File: config.mk
export PLATFORM = sky130hd
export DESIGN_NAME = dac_format_and_zero_flag_config
export DESIGN_NICKNAME = d
export VERILOG_FILES = /design/src/logic/dac_cfg_pkg.sv /design/src/logic/dac_format_and_zero_flag_config.sv /design/src/logic/pin_sync.sv
export SDC_FILE = /design/constraint.sdc
export NUM_CORES = 1
export LEC_CHECK = 0
export BUFFER_PORTS_ARGS = -buffer_cell sky130_fd_sc_hd__buf_4
export CAP_MARGIN = 0
export CELL_PAD_IN_SITES_DETAIL_PLACEMENT = 1
export CELL_PAD_IN_SITES_GLOBAL_PLACEMENT = 2
export CORE_ASPECT_RATIO = 0.6
export CORE_UTILIZATION = 34
export CTS_CLUSTER_DIAMETER = 30
export DETAILED_ROUTE_END_ITERATION = 6
export MAX_ROUTING_LAYER = met4
export PLACE_DENSITY = 0.76
export SLEW_MARGIN = 20
export SYNTH_ARGS = -nofsm -noshare
export SYNTH_HDL_FRONTEND = slang
export SYNTH_SLANG_ARGS = --single-unit
File: constraint.sdc
create_clock -name sys_clk -period 2.1 [get_ports sys_clk]
set_clock_uncertainty 0.15 [all_clocks]
set_input_delay 0.105 -clock sys_clk [delete_from_list [all_inputs] [get_ports sys_clk]]
set_output_delay 0.105 -clock sys_clk [all_outputs]
set_load 0.01 [all_outputs]
File: src/logic/dac_cfg_pkg.sv
// constants and types for the dac format and zero flag configuration bank
package dac_cfg_pkg;
  localparam logic [6:0] IDX_FORMAT_FILTER = 7'h14;
  localparam logic [6:0] IDX_PHASE_ZERO = 7'h16;
  localparam logic [4:0] FRAME_BITS = 5'h10;
  localparam int FRAME_MSB = 15;
  localparam int IDX_LSB = 8;
  localparam int FMT_LSB = 0;
  localparam int ROLLOFF_BIT = 5;
  localparam int PHASE_BIT = 0;
  localparam int ZPOL_BIT = 1;
  localparam int ZMODE_BIT = 2;
  localparam logic [7:0] MOD_OSR = 8'h40;

  typedef enum logic [2:0] {
    FMT_RJ24 = 3'b000,
    FMT_RJ20 = 3'b001,
    FMT_RJ18 = 3'b010,
    FMT_RJ16 = 3'b011,
    FMT_I2S = 3'b100,
    FMT_LJ = 3'b101,
    FMT_RSV6 = 3'b110,
    FMT_RSV7 = 3'b111
  } audio_fmt_t;

  typedef enum logic {
    ST_IDLE = 1'b0,
    ST_SHIFT = 1'b1
  } frame_state_t;

  typedef struct packed {
    audio_fmt_t fmt;
    logic rolloff;
    logic phase_inv;
    logic zpol;
    logic zmode;
  } dac_cfg_t;

  typedef struct packed {
    logic shift_clk;
    logic latch;
    logic data;
  } ctrl_pins_t;

  localparam audio_fmt_t FMT_RESET = FMT_LJ;
  localparam logic ROLLOFF_RESET = 1'b0;
  localparam logic PHASE_RESET = 1'b0;
  localparam logic ZPOL_RESET = 1'b0;
  localparam logic ZMODE_RESET = 1'b0;
  localparam dac_cfg_t CFG_RESET = '{fmt: FMT_RESET, rolloff: ROLLOFF_RESET,
    phase_inv: PHASE_RESET, zpol: ZPOL_RESET, zmode: ZMODE_RESET};
endpackage : dac_cfg_pkg

File: src/logic/dac_format_and_zero_flag_config.sv
// serial-loaded format, filter, phase and zero flag settings of the dac
//
// Overview of operation
// (RULE_01) Format 000-011 is 24/20/18/16-bit RJ, 100 I2S, 110/111 reserved.
// (RULE_02) Reset sets the format field to 101, left-justified 16 to 24 bits.
// (RULE_03) One rolloff bit picks sharp (0, reset) or slow (1) response.
// (RULE_04) Phase bit 0 (reset) keeps the output normal, 1 inverts it.
// (RULE_05) Flag polarity 0 (reset) shows a zero as high, 1 shows it as low.
// (RULE_06) Flag mode 0 (reset) gives separate left/right flags, 1 one flag.
// (RULE_07) Separate: pin1 right, pin2 left; common: pin1 both, pin2 unused.
// (RULE_08) The default modulator path runs at 64 times the sample rate.
// (RULE_09) The host writes zero to all reserved bits.
// (RULE_10) Writes are 16 bits, msb first: a zero, 7-bit index, 8 data bits.
// (RULE_11) Latch low, 16 shift clocks, latch high; its rise loads the data.
// (RULE_12) The polarity applies to every active flag pin in both modes.
`timescale 1ns/1ps
module dac_format_and_zero_flag_config
  import dac_cfg_pkg::*;
(
  input wire logic sys_clk,
  input wire logic reset,
  input wire logic soft_reset,
  input wire logic control_shift_clock,
  input wire logic control_latch_line,
  input wire logic control_serial_input,
  input wire logic left_zero_detect,
  input wire logic right_zero_detect,
  output dac_cfg_pkg::audio_fmt_t audio_word_format_sel,
  output logic rolloff_select,
  output logic phase_invert,
  output logic zero_flag_polarity,
  output logic zero_flag_mode,
  output logic [7:0] mod_oversample_ratio,
  output logic zero_flag_pin1,
  output logic zero_flag_pin2
);
  import dac_cfg_pkg::*;

  function automatic logic idx_hit(input logic [15:0] word,
                                   input logic [6:0] idx);
    idx_hit = (word[IDX_LSB +: 7] == idx);
  endfunction : idx_hit

  ctrl_pins_t pins_raw;
  ctrl_pins_t pins_s;
  logic sclk_prev_r;
  logic sclk_prev_nxt;
  logic latch_prev_r;
  logic latch_prev_nxt;
  frame_state_t state_r;
  frame_state_t state_nxt;
  logic [15:0] sreg_r;
  logic [15:0] sreg_nxt;
  logic [4:0] cnt_r;
  logic [4:0] cnt_nxt;
  dac_cfg_t cfg_r;
  dac_cfg_t cfg_nxt;
  logic pin1_r;
  logic pin1_nxt;
  logic pin2_r;
  logic pin2_nxt;
  logic sclk_rise;
  logic latch_rise;
  logic frame_ok;
  logic wr_fmt;
  logic wr_zero;

  assign pins_raw = '{shift_clk: control_shift_clock,
    latch: control_latch_line, data: control_serial_input};

  pin_sync #(.WIDTH(3)) u_sync (
    .sys_clk(sys_clk),
    .reset(reset),
    .async_in(pins_raw),
    .sync_out(pins_s)
  );

  assign sclk_rise = pins_s.shift_clk & ~sclk_prev_r;
  assign latch_rise = pins_s.latch & ~latch_prev_r;
  // only a full word with a zero lead bit is accepted
  assign frame_ok = (cnt_r == FRAME_BITS) && !sreg_r[FRAME_MSB]; // RULE_10

  always_comb begin
    sclk_prev_nxt = pins_s.shift_clk;
    latch_prev_nxt = pins_s.latch;
    state_nxt = state_r;
    sreg_nxt = sreg_r;
    cnt_nxt = cnt_r;
    cfg_nxt = cfg_r;
    wr_fmt = 1'b0;
    wr_zero = 1'b0;
    unique case (state_r)
      ST_IDLE: begin
        if (!pins_s.latch) begin // RULE_11
          state_nxt = ST_SHIFT;
          cnt_nxt = 5'h00;
        end
      end
      ST_SHIFT: begin
        // extra clocks beyond sixteen are dropped, the word stays intact
        if (sclk_rise && cnt_r != FRAME_BITS) begin
          sreg_nxt = {sreg_r[14:0], pins_s.data}; // RULE_10
          cnt_nxt = cnt_r + 5'h01;
        end
        if (latch_rise) begin
          state_nxt = ST_IDLE; // RULE_11
          wr_fmt = frame_ok && idx_hit(sreg_r, IDX_FORMAT_FILTER);
          wr_zero = frame_ok && idx_hit(sreg_r, IDX_PHASE_ZERO);
        end
      end
    endcase
    if (wr_fmt) begin
      cfg_nxt.rolloff = sreg_r[ROLLOFF_BIT]; // RULE_03
      // reserved codes would leave the audio port undefined, keep old one
      if (sreg_r[FMT_LSB + 2 -: 2] != 2'b11) begin
        cfg_nxt.fmt = audio_fmt_t'(sreg_r[FMT_LSB +: 3]); // RULE_01
      end
    end
    if (wr_zero) begin
      cfg_nxt.phase_inv = sreg_r[PHASE_BIT]; // RULE_04
      cfg_nxt.zpol = sreg_r[ZPOL_BIT]; // RULE_05
      cfg_nxt.zmode = sreg_r[ZMODE_BIT]; // RULE_06
    end
    if (soft_reset) begin
      cfg_nxt = CFG_RESET; // RULE_02
      state_nxt = ST_IDLE;
    end
    // combined flag means both channels are at zero
    if (cfg_r.zmode) begin // RULE_07
      pin1_nxt = (left_zero_detect & right_zero_detect) ^ cfg_r.zpol; // RULE_12
      pin2_nxt = cfg_r.zpol;
    end else begin
      pin1_nxt = right_zero_detect ^ cfg_r.zpol; // RULE_12
      pin2_nxt = left_zero_detect ^ cfg_r.zpol; // RULE_07
    end
  end

  always_ff @(posedge sys_clk) begin
    if (reset) begin
      sclk_prev_r <= 1'b1;
      latch_prev_r <= 1'b1;
      state_r <= ST_IDLE;
      sreg_r <= 16'h0000;
      cnt_r <= 5'h00;
      cfg_r <= CFG_RESET; // RULE_02
      pin1_r <= 1'b0;
      pin2_r <= 1'b0;
    end else begin
      sclk_prev_r <= sclk_prev_nxt;
      latch_prev_r <= latch_prev_nxt;
      state_r <= state_nxt;
      sreg_r <= sreg_nxt;
      cnt_r <= cnt_nxt;
      cfg_r <= cfg_nxt;
      pin1_r <= pin1_nxt;
      pin2_r <= pin2_nxt;
    end
  end

  assign audio_word_format_sel = cfg_r.fmt;
  assign rolloff_select = cfg_r.rolloff;
  assign phase_invert = cfg_r.phase_inv;
  assign zero_flag_polarity = cfg_r.zpol;
  assign zero_flag_mode = cfg_r.zmode;
  // fixed rate, the oversampling control sits in another bank
  assign mod_oversample_ratio = MOD_OSR; // RULE_08
  assign zero_flag_pin1 = pin1_r;
  assign zero_flag_pin2 = pin2_r;
endmodule : dac_format_and_zero_flag_config

File: src/logic/pin_sync.sv
// two flip-flop synchroniser for the control port pins
`timescale 1ns/1ps
module pin_sync #(
  parameter int WIDTH = 3
) (
  input wire logic sys_clk,
  input wire logic reset,
  input wire logic [WIDTH-1:0] async_in,
  output logic [WIDTH-1:0] sync_out
);
  logic [WIDTH-1:0] meta_r;
  logic [WIDTH-1:0] stable_r;

  genvar i;
  generate
    for (i = 0; i < WIDTH; i++) begin : g_bit
      // the idle latch line sits high, so reset to high avoids a false edge
      always_ff @(posedge sys_clk) begin
        if (reset) begin
          meta_r[i] <= 1'b1;
          stable_r[i] <= 1'b1;
        end else begin
          meta_r[i] <= async_in[i];
          stable_r[i] <= meta_r[i];
        end
      end
    end
  endgenerate

  assign sync_out = stable_r;
endmodule : pin_sync

# == Word level (Yosys, flattened, before mapping) ==
# Cells that the tools add are included.
# word_totals
in_bits,8
out_inout_bits,17
register_bits,39
elab_cells,56
# op_classes
n_mux,12
n_bitwise,9
add_sub_neg,1
n_reduce_logical,9
eq_ne,7
# op_table
operator,n
$eq A7 B5 Y1 const B,2
$mux W5,2
$pmux W5 S2,1
$mux W1,8
$reduce_and A2 Y1,3
$add A5 B1 Y5 const B,1
$eq A5 B5 Y1 const B,1
$ne A5 B5 Y1 const B,1
$logic_and A1 B1 Y1,4
$ne A2 B2 Y1 const B,2
$and A1 B1 Y1,3
$not A1 Y1,3
$xor A1 B1 Y1,3
$ne A2 B1 Y1 const B,1
$pmux W1 S2,1
$reduce_or A2 Y1,1
$logic_not A1 Y1,1

# == Depth between registers and ports, before layout ==
# depth
depth_word,6
ltp_mapped,8
ltp_nobuf,6

# == By module ==
# Synthesis repeated with hierarchy kept, for this count alone.
# hier_totals
cells_unflattened,174
hier_area_um2,1560.2
# by_module_without_submodules
module,cells_per_inst,seq_area_each_um2,area_per_inst_um2,n_inst
dac_format_and_zero_flag_config,162,660.6,1402.6,1
pin_sync,12,120.1,157.7,1

# == Worst setup path before layout ==
# No wires, ideal clock.
# synth_path
kind,register to register
startpoint,reg cnt_r[0]
endpoint,reg cnt_r[1]
arrival_ns,1.448
required_time_ns,1.882
period_less_slack_ns,1.666
setup_ns,0.068
path_buffers,1
path_slack_ns,0.434
stages_incl_launch_ff,8
path_cell_list,dfxtp_1 inv_1 ha_1 nand4bb_4 and2_4 buf_6 or3_1 a21oi_2
# synth_via
elab_chain_len,4
word_cells_on_any_way,7
cone_classes,add/sub (1); eq/ne (2); mux (2); reduce/logical (2)
# synth_lines
element,line_no,source
from (decl),dac_format_and_zero_flag_config.sv:54,logic [4:0] cnt_r;
from (signal assigned),dac_format_and_zero_flag_config.sv:153,cnt_r <= cnt_nxt;
"parallel branches: the longest is 4 deep, another holds $add A5 B1 Y5",--,
# Parallel ways; which one is timed is not known. The select of a mux whose other input is x is not followed.
# A chain may end at the register's enable or synchronous reset.

# == Final worst setup path ==
# layout_path
startpoint,reg cnt_r[0]
endpoint,reg cfg_r (netlist bit audio_word_format_sel[2])
# layout_via
elab_chain_len,6
# layout_lines
element,line_no,source
$eq A5 B5 Y1,dac_format_and_zero_flag_config.sv:81,assign frame_ok = (cnt_r == FRAME_BITS) && !sreg_r[FRAME_MSB];
$logic_and A1 B1 Y1,dac_format_and_zero_flag_config.sv:81,
$logic_and A1 B1 Y1,dac_format_and_zero_flag_config.sv:107,"wr_fmt = frame_ok && idx_hit(sreg_r, IDX_FORMAT_FILTER);"
$mux W1,dac_format_and_zero_flag_config.sv:105,if (latch_rise) begin
$mux W1,dac_format_and_zero_flag_config.sv:92,unique case (state_r)
$reduce_and A2 Y1 (no source line),--,
to (signal assigned),dac_format_and_zero_flag_config.sv:154,cfg_r <= cfg_nxt;
to (decl),dac_format_and_zero_flag_config.sv:56,dac_cfg_t cfg_r;
# Every way passes these cells.

==> impl_metrics.toml <==
[timing]
timing.final.max_slew_violations = 0
hold_violations = 0
timing.final.crit_period_ns = 1.83
fin_crit_sh = 0.870
setup_tns_ns = 0
rsz0062_at_grt = "no"
finalSetupViolCount = 0
max_freq_ghz = 0.548

[global_route]
globalRouteTotalUtil = 0.147
grt_pass1_vias = 1096
grt_antenna_before_repair = 0
grt_pass1_wl_microns = 5150
overflow = 0
grt_start_max_net_pins = 34

[die]
initial_core_util = 0.370
rows = 18
ioPinCount = 25
core_sq_mm = 0.00428
die_width_microns = 90.1
die_h_microns = 54.8
die_area_sq_mm = 0.00494

[synth]
synth_cells = 155
yosysUniqueCellTypes = 32
yosysWarningCount = 0
ys_seq_area_frac = 0.494
ys_ff_latch = 39
syn_area_sq_mm = 0.00158
synth.avg_cell_area_sq_um = 10.2

[critical_path]
crit_type = "register to register"
cp_data_required_time_ns = 2.16
rr_endpoint = "audio_word_format_sel[2]$_SDFFE_PP1P_"
crit_arrival_ns = 1.89
r2r_slack_ns = 0.27
end_kind = "register"
r2r-start = "cnt_r[0]$_SDFFE_PP0P_"
cp-start-kind = "register"
r2r_cells = 6
crit_fanout = 4

[final_layout]
drive_above_1_share = 0.234
fin_nets = 184
antenna-diode-count = 0
area_growth_pct = 17.6
nFillCells = 497
final_area_sq_mm = 0.00186

[placement]
port_buffers = 16
gp_congestion = 0.712
dp_hpwl_microns = 2160
post_dp_cell_area_sq_mm = 0.00170

[routing]
ant_nets = 0
routed_wl_microns = 3060
wire_per_inst_microns = 13.0
vias_per_cell = 4.62
drc_errors = 0
drtIter0Drc = 29
vias = 1086
firstDrtPassIters = 4

[min_path]
hold_start = "right_zero_detect"
holdPathStages = 4
hold_path_class = "primary input to register"
whs_endpoint = "zero_flag_pin1$_SDFF_PP0_"

[cts]
clk_root_buffer_cell = "clkbuf_8"
ctsHtreeMaxLevel = 2
post_cts_resized = 0
clock_path_buffers = 2
insertion_delay_ns = 0.29
cts_inserted_buffers = 5
clkSlewWorstSetupHoldPaths_ns = 0.07
cts_setup_buffers = 0
clkSinkCount = 39
cts_tree = "yes"

[pwr]
powerDensity_mw_per_mm2 = 778
peakVddDrop_mv = 0.355
leakage_nw = 0.729

[job]
cap_violations = 0

[status]
status = "complete, no violations"
==> worst max path at each step <==
stage | from | end | cells after the start
floorplan | cnt_r[0]$_SDFFE_PP0P_ | cnt_r[1]$_SDFFE_PP0P_ | 7
global placement | cnt_r[0]$_SDFFE_PP0P_ | audio_word_format_sel[1]$_SDFFE_PP0P_ | 6
detailed placement | cnt_r[0]$_SDFFE_PP0P_ | audio_word_format_sel[1]$_SDFFE_PP0P_ | 6
CTS | cnt_r[0]$_SDFFE_PP0P_ | audio_word_format_sel[2]$_SDFFE_PP1P_ | 6
global route | cnt_r[0]$_SDFFE_PP0P_ | audio_word_format_sel[1]$_SDFFE_PP0P_ | 6
finish | cnt_r[0]$_SDFFE_PP0P_ | audio_word_format_sel[2]$_SDFFE_PP1P_ | 6
==> cell type report <==
class                   count  area, sq um  share of cell area
clock buffers               6         82.6              0.0444
flip-flops and latches     39          781               0.420
repair buffers             20          160              0.0861
well taps                  60         75.1              0.0404
multi-input cells         105          714               0.384
inverters                   3         11.3             0.00606
clock inverters             2         35.0              0.0188
==> cells by family after synthesis <==
kind of cell | after synthesis | synth area share
compound gates | 9 | 0.0356
other cells | 2 | 0.00475
fa+ha+maj | 2 | 0.0158
xor+xnor | 4 | 0.0222
simple gates | 60 | 0.219
flops | 39 | 0.494
mux | 22 | 0.140
buf+inv | 17 | 0.0688
==> metal layers <==
metal	vias to the layer above	routed length [microns]	GRT usage
met5	-	0	-
met4	0	52	0.0806
met3	5	113	0.0417
met2	22	1270	0.228
met1	519	1620	0.177
li1	540	-	-
==> synthesized netlist by cell type <==
cell	count	area, sq um
a21oi_1	2	10.0
a21oi_2	1	8.76
a22oi_1	1	7.51
and2_4	1	8.76
and3b_1	1	8.76
and3b_4	1	12.5
and4bb_2	1	12.5
buf_4	8	60.1
buf_6	2	22.5
clkbuf_1	4	15.0
conb_1	2	7.51
dfxtp_1	39	781
ha_1	2	25.0
inv_1	3	11.3
mux2_2	1	11.3
mux2i_1	21	210
nand2_1	2	7.51
nand3_1	2	10.0
nand4_1	4	25.0
nand4bb_4	1	27.5
nor2_1	29	109
nor2b_1	2	12.5
nor3_1	2	10.0
nor4b_1	1	8.76
nor4b_2	1	15.0
nor4bb_1	1	10.0
o211a_1	1	10.0
o21ai_0	4	20.0
or2_2	10	62.6
or3_1	1	6.26
xnor2_1	1	8.76
xor2_1	3	26.3
==> stage by stage <==
step | cells | total power, W | hold slack [ns] | utilization | setup WS (ns)
CTS | 235 | 0.00147 | 0.0339 | 0.435 | 0.261
detailed placement | 223 | 0.000817 | 0.144 | 0.398 | 0.284
finish | 235 | 0.00145 | 0.0358 | 0.435 | 0.274
global route | 235 | 0.00152 | 0.0604 | 0.435 | 0.149
floorplan | 161 | 0.000808 | 0.0266 | - | 0.434
global placement | 223 | 0.000815 | 0.141 | 0.398 | 0.339
==> flip-flops by register name, indices dropped and copies added (netlist names) <==
register / flops
sclk_prev_r: 1
zero_flag_pin1: 1
state_r: 1
cnt_r: 5
zero_flag_polarity: 1
latch_prev_r: 1
u_sync.meta_r: 3
u_sync.sync_out: 3
phase_invert: 1
rolloff_select: 1
zero_flag_mode: 1
zero_flag_pin2: 1
sreg_r: 16
audio_word_format_sel: 3
==> placed cells by master (no fill, tap or decap), types with 2 or more instances in the layout <==
cell type / synthesis / final
dfxtp_1: 39 / 39
nor2_1: 29 / 29
mux2i_1: 21 / 21
buf_4: 8 / 16
or2_2: 10 / 10
conb_1: 2 / 8
clkbuf_8: 0 / 6
nand4_1: 4 / 4
o21ai_0: 4 / 4
dlygate4sd3_1: 0 / 4
inv_1: 3 / 3
xor2_1: 3 / 3
a21oi_1: 2 / 2
nand2_1: 2 / 2
nor2b_1: 2 / 2
nor3_1: 2 / 2
nand3_1: 2 / 2
ha_1: 2 / 2
==> timing repair <==
item	CTS	global route
hold endpoints to repair	4	0
hold buffers	4	0
endpoints found under the setup margin	0	0
==> power by group <==
group | internal (W) | switching [W] | leakage (nW)
combinational | 0.0000245 | 0.0000270 | 0.352
clock | 0.000384 | 0.000259 | 0.0612
sequential | 0.000748 | 0.00000420 | 0.316
==> worst max-delay path, cell delays in order (launching register included) <==
cell and delay (ns):
dfxtp_1 0.34, inv_1 0.09, ha_1 0.22, and4bb_2 0.26, nand4_1 0.20, or2_2 0.35
a22oi_1 0.15
Power figures use the tool's default switching activity.
